### src/rtl/dram_regs_pkg.sv
/*
 holds constants and carrier types of the register-space access block.
 assumes one clock domain on the device side; the link clock is sampled.
*/
`default_nettype none
package dram_regs_pkg;
   // --------------------------------------------------------------
   // command/address word fields
   // --------------------------------------------------------------
   localparam int CA_WIDTH = 48;
   localparam int CA_READ_BIT = 47;
   localparam int CA_SPACE_BIT = 46;
   localparam int CA_BURST_BIT = 45;
   localparam int HP_MSB = 20;
   localparam int HP_LSB = 16;
   localparam int WORD_MSB = 2;
   localparam int WORD_LSB = 0;
   localparam int ROW_MSB = 35;
   localparam int ROW_LSB = 21;
   localparam int HALF_PAGES_PER_ROW = 32;
   localparam int WORDS_PER_HALF_PAGE = 8;
   localparam int DWORDS_PER_ROW = HALF_PAGES_PER_ROW * WORDS_PER_HALF_PAGE;
   localparam logic [7:0] CMD_REG_READ_WRAP = 8'hc0;
   localparam logic [7:0] CMD_REG_READ_LIN = 8'he0;
   localparam logic [7:0] CMD_REG_WRITE = 8'h60;
   localparam logic [7:0] SEL_ID = 8'h00;
   localparam logic [7:0] SEL_CFG = 8'h01;
   localparam logic [7:0] SEL_LOW_0 = 8'h00;
   localparam logic [7:0] SEL_LOW_1 = 8'h01;
   // --------------------------------------------------------------
   // register layouts and reset values
   // --------------------------------------------------------------
   localparam logic [1:0] ID0_DIE_ADDR = 2'h0;
   localparam logic [4:0] ID0_ROW_BITS = 5'h0e;
   localparam logic [3:0] ID0_COL_BITS = 4'h7;
   localparam logic [15:0] CFG0_RESET = 16'h8f2f;
   localparam logic [15:0] CFG1_RESET = 16'h0001;
   localparam int CFG0_LAT_MSB = 7;
   localparam int CFG0_LAT_LSB = 4;
   localparam int CFG0_FIXED_BIT = 3;
   localparam int CAW_CYCLES = 3;

   typedef struct packed {
      logic [14:0] row;
      logic [4:0] halfPage;
      logic [2:0] word;
   } mem_addr_t;

   typedef struct packed {
      logic valid;
      logic isRead;
      logic isReg;
      logic [1:0] regSel; // 0 id0, 1 id1, 2 cfg0, 3 cfg1
      logic regHit;
   } cmd_decode_t;

   typedef enum logic [1:0] { REG_ID0, REG_ID1, REG_CFG0, REG_CFG1 } reg_sel_t;
endpackage
`default_nettype wire

### src/rtl/dram_register_space_access.sv
/*
 holds the register-space access logic of the x16 ddr pseudo-static dram:
 command/address capture, space and register decode, identification and
 configuration words, zero-latency register writes and latency-timed reads.
 assumes the link clock, chip select and data lanes arrive from the host
 asynchronously and are sampled by clk, which runs well above the link rate.
*/
`default_nettype none

// How it works
// - command/address bit 46 set sends the transaction to register space.
// - memory accesses take half-page from bits 20-16, word from bits 2-0.
// - a row is 32 half-pages of eight double words, 256 in all.
// - identification words read with c0h/e0h, lowest byte 00h or 01h.
// - config word 0 at bits 31-24 = 01h; read c0h/e0h, write 60h.
// - config word 1 same, but lowest byte 01h.
// - register reads ignore the burst-type bit; c0h equals e0h.
// - two read-only 16-bit identification words: word 0 reports the part geometry, word 1 the device type.
// - identification word 0 holds row bit count 01110b in bits 12-8.
// - identification word 0 holds column count 0111b and a maker code.
// - every register takes its default on reset.
// - register writes are accepted whenever the device is in standby.
// - register write is one 16-bit word right after the last address cycle.
// - strobe shows refresh during address cycles without affecting writes.
// - strobe released after address cycles; both bytes written, no mask.
// - register read waits one or two latency counts from config word 0.
// - register data on low lane, upper byte on rise, lower on fall.
// - bit 47 clear means write, set means read.
module dram_register_space_access #(
   parameter logic [3:0] MAKER_CODE = 4'h5, // arbitrary value
   parameter logic [3:0] DEVICE_TYPE = 4'h3 // arbitrary value
) (
   input wire logic clk, // device clock, 20 MHz
   input wire logic rst_n, // synchronous reset, active low
   input wire logic clkEn, // freezes all state while low
   input wire logic linkClk, // link clock from host
   input wire logic chipSelect_n, // chip select, active low
   input wire logic [15:0] dqIn, // data lanes from host
   input wire logic rwDataStrobeIn, // strobe level seen on the pin
   input wire logic refreshBusy, // array refresh in progress
   output logic [7:0] dqOut, // low data lane toward host
   output logic dqOe, // low data lane enable
   output logic rwDataStrobeOut, // strobe driven by device
   output logic rwDataStrobeOe, // strobe enable
   output dram_regs_pkg::mem_addr_t memAddr, // decoded array address
   output logic memStart, // pulse: array access decoded
   output logic memIsRead, // array access direction
   output logic [15:0] configWord0, // config word 0 contents
   output logic [15:0] configWord1 // config word 1 contents
);
   import dram_regs_pkg::*;

   // --------------------------------------------------------------
   // elaboration checks
   // --------------------------------------------------------------
   // the decode slices fixed byte lanes and the carrier has fixed field
   // widths, so a package that moves a field must fail here, not in silicon
   if (CA_WIDTH != 48) begin : g_chk_ca
      $error("command word must be 48 bits");
   end

   if (ROW_MSB - ROW_LSB + 1 != 15) begin : g_chk_row
      $error("row field must be 15 bits");
   end

   if (HP_MSB - HP_LSB + 1 != 5 || HALF_PAGES_PER_ROW != 32) begin : g_chk_hp
      $error("half-page field must be 5 bits");
   end

   if (WORD_MSB - WORD_LSB + 1 != 3 || WORDS_PER_HALF_PAGE != 8) begin : g_chk_word
      $error("word field must be 3 bits");
   end

   if (DWORDS_PER_ROW != 256) begin : g_chk_dwords
      $error("row must hold 256 double words");
   end

   if (CFG0_LAT_MSB - CFG0_LAT_LSB + 1 != 4) begin : g_chk_lat
      $error("latency field must be 4 bits");
   end

   // the address edge counter is three bits wide
   if (CAW_CYCLES < 1 || 2 * CAW_CYCLES > 8) begin : g_chk_caw
      $error("address cycle count out of range");
   end

   if (CA_READ_BIT != 47 || CA_SPACE_BIT != 46 || CA_BURST_BIT != 45) begin : g_chk_bits
      $error("command bits must be 47 to 45");
   end

   // --------------------------------------------------------------
   // synchronisers and edge finding
   // --------------------------------------------------------------
   logic [1:0] ckSync_q, csSync_q;
   logic [15:0] dqS1_q, dqS2_q;
   logic ckPrev_q;
   // reset levels match the idle pins, so no false edge or select follows reset
   always_ff @(posedge clk) begin
      if (!rst_n) begin
         ckSync_q <= 2'h0;
         csSync_q <= 2'h3;
         ckPrev_q <= 1'b0;
      end else if (clkEn) begin
         ckSync_q <= {ckSync_q[0], linkClk};
         csSync_q <= {csSync_q[0], chipSelect_n};
         ckPrev_q <= ckSync_q[1];
      end
   end
   // data bits lag exactly as far as the clock edge finder does
   for (genvar b = 0; b < 16; b++) begin : g_dq_sync
      always_ff @(posedge clk) begin
         if (!rst_n) begin
            dqS1_q[b] <= 1'b0;
            dqS2_q[b] <= 1'b0;
         end else if (clkEn) begin
            dqS1_q[b] <= dqIn[b];
            dqS2_q[b] <= dqS1_q[b];
         end
      end
   end
   wire logic ck = ckSync_q[1];
   wire logic csActive = !csSync_q[1];
   wire logic ckRise = ck && !ckPrev_q;
   wire logic ckFall = !ck && ckPrev_q;
   wire logic ckEdge = ckRise || ckFall;

   // --------------------------------------------------------------
   // transaction sequencing
   // --------------------------------------------------------------
   // idle -> address -> write data or latency -> read data; array
   // accesses and finished writes park in done until chip select rises,
   // which is the only way back to idle, so a cut frame never leaves a
   // half-taken command behind
   typedef enum logic [2:0] { ST_IDLE, ST_CA, ST_WDATA, ST_LAT, ST_RDATA, ST_DONE } state_t;
   state_t state_q;
   logic wrHit_q;
   logic [2:0] caCnt_q;
   logic [CA_WIDTH-1:0] ca_q;
   logic [7:0] wrHi_q;
   logic wrHalf_q;
   logic extraLat_q;
   logic [5:0] latCnt_q;
   logic [1:0] rdCnt_q;
   logic [15:0] rdWord_q;
   cmd_decode_t dec;
   logic [7:0] top;
   logic [3:0] latCode;
   logic [5:0] latClocks;

   // the low lane carries the byte; upper lane ignored during address
   wire logic [CA_WIDTH-1:0] caNext = {ca_q[CA_WIDTH-9:0], dqS2_q[7:0]};
   wire logic caLast = ckEdge && caCnt_q == 3'(2 * CAW_CYCLES - 1);

   always_comb begin
      top = caNext[47:40];
      dec = '0;
      dec.valid = caLast;
      dec.isRead = caNext[CA_READ_BIT];
      dec.isReg = caNext[CA_SPACE_BIT];
      // burst bit excluded from read match so c0h and e0h act alike
      dec.regHit = caNext[39:32] == 8'h00 && caNext[23:8] == 16'h0000 &&
         (caNext[7:0] == SEL_LOW_0 || caNext[7:0] == SEL_LOW_1) &&
         (caNext[31:24] == SEL_ID || caNext[31:24] == SEL_CFG) &&
         (dec.isRead ? ((top | 8'h20) == CMD_REG_READ_LIN)
                     : (top == CMD_REG_WRITE && caNext[31:24] == SEL_CFG));
      dec.regSel = {caNext[24], caNext[0]};
   end

   // reserved codes fall back to seven clocks, the reset latency, so a
   // wrong setting slows reads but never hangs them
   always_comb begin
      latCode = configWord0[CFG0_LAT_MSB:CFG0_LAT_LSB];
      case (latCode)
         4'h0: latClocks = 6'd5;
         4'h1: latClocks = 6'd6;
         4'he: latClocks = 6'd3;
         4'hf: latClocks = 6'd4;
         default: latClocks = 6'd7;
      endcase
   end

   always_ff @(posedge clk) begin
      if (!rst_n) begin
         state_q <= ST_IDLE;
         caCnt_q <= 3'h0;
         ca_q <= '0;
         extraLat_q <= 1'b0;
         latCnt_q <= 6'h00;
         rdCnt_q <= 2'h0;
         wrHalf_q <= 1'b0;
         wrHi_q <= 8'h00;
         wrHit_q <= 1'b0;
      end else if (clkEn) begin
         if (!csActive) begin
            state_q <= ST_IDLE;
            caCnt_q <= 3'h0;
            wrHalf_q <= 1'b0;
         end else begin
            case (state_q)
               ST_IDLE: begin
                  state_q <= ST_CA;
                  caCnt_q <= 3'h0;
                  extraLat_q <= refreshBusy;
               end
               ST_CA: if (ckEdge) begin
                  ca_q <= caNext;
                  caCnt_q <= caCnt_q + 3'h1;
                  if (caLast) begin
                     // only a matching write may reach a register
                     wrHit_q <= dec.regHit;
                     if (!dec.isReg)
                        state_q <= ST_DONE;
                     else if (dec.isRead) begin
                        state_q <= ST_LAT;
                        // two counts when strobe showed refresh or fixed mode
                        latCnt_q <= (extraLat_q || configWord0[CFG0_FIXED_BIT])
                           ? 6'(2 * latClocks) : latClocks;
                     end else
                        state_q <= ST_WDATA;
                  end
               end
               ST_WDATA: begin
                  if (ckRise) begin
                     wrHi_q <= dqS2_q[7:0];
                     wrHalf_q <= 1'b1;
                  end
                  if (ckFall && wrHalf_q)
                     state_q <= ST_DONE;
               end
               ST_LAT: if (ckFall) begin
                  if (latCnt_q == 6'd1) begin
                     state_q <= ST_RDATA;
                     rdCnt_q <= 2'h0;
                  end else
                     latCnt_q <= latCnt_q - 6'd1;
               end
               ST_RDATA: if (ckEdge) begin
                  // further words repeat the same register; host reads one
                  rdCnt_q <= rdCnt_q + 2'h1;
               end
               ST_DONE: state_q <= ST_DONE;
               default: state_q <= ST_IDLE;
            endcase
         end
      end
   end

   // --------------------------------------------------------------
   // register words
   // --------------------------------------------------------------
   wire logic wrStrobe = state_q == ST_WDATA && ckFall && wrHalf_q && csActive && wrHit_q;
   // identification words are constants: no write path reaches them
   wire logic [15:0] id0 = {ID0_DIE_ADDR, 1'b0, ID0_ROW_BITS,
      ID0_COL_BITS, MAKER_CODE};
   wire logic [15:0] id1 = {12'h000, DEVICE_TYPE};
   // a write lands on the falling edge that carries the low byte; the
   // upper byte was parked at the rising edge before it
   always_ff @(posedge clk) begin
      if (!rst_n) begin
         configWord0 <= CFG0_RESET;
         configWord1 <= CFG1_RESET;
      end else if (clkEn && wrStrobe) begin
         // full word, no mask; identification words have no write path
         if (ca_q[0] == 1'b0)
            configWord0 <= {wrHi_q, dqS2_q[7:0]};
         else
            configWord1 <= {wrHi_q, dqS2_q[7:0]};
      end
   end

   // the word is latched at the last address edge, so nothing that lands
   // during the latency can tear it
   always_ff @(posedge clk) begin
      if (!rst_n)
         rdWord_q <= 16'h0000;
      else if (clkEn && caLast && state_q == ST_CA && dec.isReg && dec.isRead) begin
         if (!dec.regHit)
            rdWord_q <= 16'h0000;
         else
            case (reg_sel_t'(dec.regSel))
               REG_ID0: rdWord_q <= id0;
               REG_ID1: rdWord_q <= id1;
               REG_CFG0: rdWord_q <= configWord0;
               REG_CFG1: rdWord_q <= configWord1;
               default: rdWord_q <= 16'h0000;
            endcase
      end
   end

   // --------------------------------------------------------------
   // strobe pin
   // --------------------------------------------------------------
   // refresh shown only during address cycles, then the pin is released;
   // during read data the strobe output follows the link clock level but the enable stays low
   always_ff @(posedge clk) begin
      if (!rst_n) begin
         rwDataStrobeOut <= 1'b0;
         rwDataStrobeOe <= 1'b0;
      end else if (clkEn) begin
         rwDataStrobeOe <= csActive && state_q inside {ST_IDLE, ST_CA};
         rwDataStrobeOut <= csActive && (state_q == ST_RDATA ? ck : extraLat_q);
      end
   end

   // --------------------------------------------------------------
   // low data lane
   // --------------------------------------------------------------
   // the byte follows the synchronised clock level and lags the pin by three
   // device clocks; the host must sample late in each link half cycle
   always_ff @(posedge clk) begin
      if (!rst_n) begin
         dqOut <= 8'h00;
         dqOe <= 1'b0;
      end else if (clkEn) begin
         dqOe <= csActive && state_q == ST_RDATA;
         dqOut <= (state_q == ST_RDATA && ck) ? rdWord_q[15:8] : rdWord_q[7:0];
      end
   end

   // --------------------------------------------------------------
   // array address
   // --------------------------------------------------------------
   always_ff @(posedge clk) begin
      if (!rst_n) begin
         memAddr <= '0;
         memStart <= 1'b0;
         memIsRead <= 1'b0;
      end else if (clkEn) begin
         memStart <= 1'b0;
         if (state_q == ST_CA && caLast && !dec.isReg) begin
            memStart <= 1'b1;
            memIsRead <= dec.isRead;
            memAddr.row <= caNext[ROW_MSB:ROW_LSB];
            memAddr.halfPage <= caNext[HP_MSB:HP_LSB];
            memAddr.word <= caNext[WORD_MSB:WORD_LSB];
         end
      end
   end
endmodule
`default_nettype wire

### config.mk
export PLATFORM = sky130hd
export DESIGN_NAME = dram_register_space_access
export DESIGN_NICKNAME = d
export VERILOG_FILES = /design/src/rtl/dram_regs_pkg.sv /design/src/rtl/dram_register_space_access.sv
export SDC_FILE = /design/constraint.sdc
export NUM_CORES = 1
export LEC_CHECK = 0
export ABC_AREA = 1
export BUFFER_PORTS_ARGS = -buffer_cell sky130_fd_sc_hd__clkbuf_2
export CORE_MARGIN = 5
export CORE_UTILIZATION = 60
export CTS_BUF_LIST = sky130_fd_sc_hd__clkbuf_8
export CTS_CLUSTER_SIZE = 25
export DETAILED_ROUTE_END_ITERATION = 6
export PLACE_DENSITY = 0.79
export SLEW_MARGIN = 20
export SYNTH_ARGS = -nofsm -noshare
export SYNTH_HDL_FRONTEND = slang
export SYNTH_SLANG_ARGS = --single-unit
### constraint.sdc
create_clock -name clk -period 2.5 [get_ports clk]
set_clock_uncertainty 0.05 [all_clocks]
set_input_delay 0.125 -clock clk [delete_from_list [all_inputs] [get_ports clk]]
set_output_delay 0.125 -clock clk [all_outputs]
set_load 0.01 [all_outputs]
==> out/qor.csv <==
stage;metric;value;unit
worst_hold_path;worst hold path depth;2;
yosys;Cell variety after synth;34;
setup_path;worst reg2reg startpoint;ckSync_q[1]$_SDFFE_PN0P_;
yosys;Syn Nets;953;
setup_path;Critical Path Start Type;flip-flop;
layout;Final Instance Area;8020;sq um
power_and_ir_drop;worst vdd ir;0.738;mV
layout;Final Net Count;1031;
die;initial core utilization;0.613;
timing;Worst Tran Pin Value;0.561;ns
timing;setup violators final;0;
yosys;Seq/Total Area, Yosys;0.481;
layout;layout cell share with drive strength beyond 1;0.147;
detailed_routing;wire length on met2;8180;microns
die;FP Rows;39;
detailed_routing;DR vias;6511;
power_and_ir_drop;PwrDens;634;nW/um^2
detailed_routing;WL met1;7580;microns
power_and_ir_drop;Clk pwr share;0.397;
timing;minimum clock period;2.17;ns
global_route;first-pass GRT wire length;29600;microns
clock_tree;CTS Buffer Depth;2;
global_route;GRT Total Usage;0.255;
detailed_routing;Iter 0 DRT Violations;733;
worst_hold_path;Hold WC Path Type;in2reg;
yosys;largest family of logic cells by synthesized area;compound AO/OA/AOI/OAI gates;
setup_path;critical path data required time;2.82;ns
global_route;initial antenna violation count;0;
setup_path;crit path DAT;2.49;ns
timing;max-slew violations;0;
status;status;finished, final reports clean;
detailed_routing;Post-DRT Antenna Nets;0;
layout;Util after Layout;0.702;
setup_path;crit path max fanout;41;
global_route;largest net degree at the start of global routing;132;
detailed_routing;met3 wire length;1360;microns
clock_tree;Resize count post-CTS;0;
job;Max Cap Viol;0;
global_route;gr ovfl total;0;
die;die footprint;13900;sq um
yosys;xor and xnor area share after synthesis;0.00250;
clock_tree;CTS tree;built;
timing;RSZ-0062 raised after global routing;no;
layout;Layout area overhead;14.6;%
die;core area;11400;sq um
clock_tree;Clk Tree Root Cell;clkbuf_8;
worst_hold_path;Hold Startpoint;clkEn;
power_and_ir_drop;Int Pwr;3.89;mW
clock_tree;H-tree levels;4;
yosys;Synth Area in Compound Gates;0.234;
timing;Slew headroom;0.625;
clock_tree;# clock sinks;168;
timing;setup tns final;0;ns
yosys;Post-Syn Instances;924;
setup_path;reg2reg end;memAddr[21]$_SDFFE_PN0P_;
detailed_routing;WL/cell;15.1;microns
yosys;Synth Cell Area;7000;sq um
timing;Final period util;0.867;
yosys;Syn. warnings;0;
power_and_ir_drop;leakage power;3.45;nW
placed_design;Port Buffers;81;
setup_path;Crit. Startpoint;ckSync_q[1]$_SDFFE_PN0P_;
yosys;Mapped Avg Cell Area;7.57;sq um
yosys;simple-gate portion of the synthesized area;0.187;
global_route;vias in the first global route;6049;
die;Ports;91;
die;Die H;118;microns
yosys;mux cell area share after synthesis;0;
power_and_ir_drop;Psw;1.20;mW
clock_tree;clock-pin slew on the worst setup and hold paths;0.08;ns
detailed_routing;Routed WL;17400;microns
power_and_ir_drop;Flop pwr share;0.542;
detailed_routing;Pre-Repair DR Iteration Count;6;
detailed_routing;Post-route DRC;0;
power_and_ir_drop;sw frac;0.236;
die;DIE WIDTH;118;microns
setup_path;kind of critical path;reg2reg;
worst_hold_path;Hold EP;dqOe$_SDFFE_PN0P_;
yosys;post-synthesis adder-cell area fraction;0.0107;
power_and_ir_drop;Comb power frac;0.061;
timing;Fmax;461;MHz
timing;worst hold margin;0.0442;ns
detailed_routing;Via density;5.62;
setup_path;cell depth of the worst flop-to-flop path;8;
setup_path;reg-to-reg setup timing slack;0.33;ns
placed_design;placed cell area;7470;sq um
clock_tree;TritonCTS Buffers;17;
layout;ant diodes;0;
clock_tree;worst skew pair latency;0.45;ns
setup_path;crit end category;flip-flop;
placed_design;RePlAce Congestion;0.901;
timing;Final Hold Fails;0;
placed_design;HPWL after DPL;12000;microns
detailed_routing;highest routed layer;met4;
power_and_ir_drop;total power draw;5.09;mW
yosys;Yosys reg bits;168;
-- flip-flops by register name, indices dropped and copies added, names as in the netlist, 3 cells and up --
register and count:
ca_q 40, memAddr 23, configWord0 16, configWord1 16, rdWord_q 16, caNext 8, dqOut 8, dqS1_q 8
wrHi_q 8, latCnt_q 6, caCnt_q 3, state_q 3
-- cell usage after synthesis, drive strengths merged --
cell	n	share of area
clkinv	2	0.0011
nor3	3	0.0054
a21oi	126	0.090
inv	93	0.050
o211ai	20	0.021
nand2	107	0.060
o22ai	7	0.0063
a211oi	1	0.0011
clkbuf	28	0.015
nor2	128	0.074
ha	6	0.011
xor2	1	0.0013
nand4	6	0.0054
o221ai	6	0.0075
xnor2	1	0.0013
buf	21	0.018
o31ai	1	0.0011
nand3	52	0.042
dfxtp	168	0.48
o21ai	147	0.11
-- power by group through the flow --
stage | combinational [mW] | sequential, mW | clock, mW
4_1_cts | 0.306 | 2.76 | 2.04
3_5_place_dp | 0.288 | 2.82 | 0
2_1_floorplan | 0.212 | 2.80 | 0
6_report | 0.309 | 2.76 | 2.02
3_3_place_gp | 0.284 | 2.82 | 0
5_1_grt | 0.346 | 2.76 | 2.18
-- critical path: stages (launching register included) --
cell	delay, ns
dfxtp_1	0.34
inv_1	0.09
ha_1	0.38
nor2_1	0.20
nand2_1	0.20
nor2_4	0.18
buf_4	0.34
o21ai_0	0.13
a21oi_1	0.16
-- through the flow --
| stage | instances | setup slack, ns |
|---|---|---|
| final | 1158 | 0.333 |
| after global routing | 1158 | 0.123 |
| after CTS | 1158 | 0.350 |
| after detailed placement | 1113 | 0.353 |
| after global placement | 1113 | 0.475 |
| after floorplan | 924 | 0.714 |
-- layer usage --
layer | up-vias | track usage
met4 | 0 | 0.0710
li1 | 3239 | -
met1 | 2972 | 0.345
met2 | 271 | 0.407
met5 | - | 0
met3 | 29 | 0.0654
-- worst max-delay path by stage --
stage,end,depth (start not counted)
after floorplan,latCnt_q[5]$_SDFFE_PN0P_,10
after global placement,memAddr[7]$_SDFFE_PN0P_,8
after detailed placement,memAddr[21]$_SDFFE_PN0P_,8
after CTS,memAddr[21]$_SDFFE_PN0P_,8
after global routing,memIsRead$_SDFFE_PN0P_,8
final,memAddr[21]$_SDFFE_PN0P_,8
-- cells by family (layout without fill, tap and decap cells) --
logic type               Yosys count  count (layout)
AO/OA/AOI/OAI                    308             308
AND/OR/NAND/NOR                  296             296
flip-flops                       168             168
buffers and inverters            144             235
adder cells (fa/ha/maj)            6               6
XOR/XNOR                           2               2
-- area by class of cell --
| type | count | area [sq um] |
|---|---|---|
| Fill cell | 965 | 3400 |
| Sequential cell | 168 | 3360 |
| Multi-Input combinational cell | 612 | 3040 |
| Timing Repair Buffer | 108 | 656 |
| Inverter | 95 | 357 |
| Clock buffer | 20 | 275 |
| Tap cell | 143 | 179 |
| Clock inverter | 12 | 149 |
-- placed cells by master, fill, tap and decap left out --
cell             n
dfxtp_1        168
o21ai_0        143
a21oi_1        126
nor2_1         122
nand2_1        103
inv_1           88
clkbuf_2        80
nand3_1         48
o211ai_1        20
clkbuf_8        20
buf_4           14
dlygate4sd3_1   13
o22ai_1          7
inv_2            6
nand4_1          6
o221ai_1         6
ha_1             6
o21ai_1          3
nor2_2           3
bufinv_16        3
clkinvlp_4       3
clkinv_2         3
nand2_4          2
nand2_2          2
nor2_4           2
clkinv_1         2
nand3_4          2
nor3_4           2
nand3_2          2
nor2_8           1
nor3_1           1
a211oi_1         1
o21ai_4          1
o31ai_1          1
xnor2_1          1
xor2_1           1
clkinv_4         1
inv_6            1
buf_12           1
-- timing repair --
action / CTS / global route
setup endpoints to repair: 0 / 0
hold buffers: 13 / 0
setup buffers: 0 / 0
endpoints found under the hold margin: 23 / 0
No activity file was read; power rests on OpenSTA's default activity.
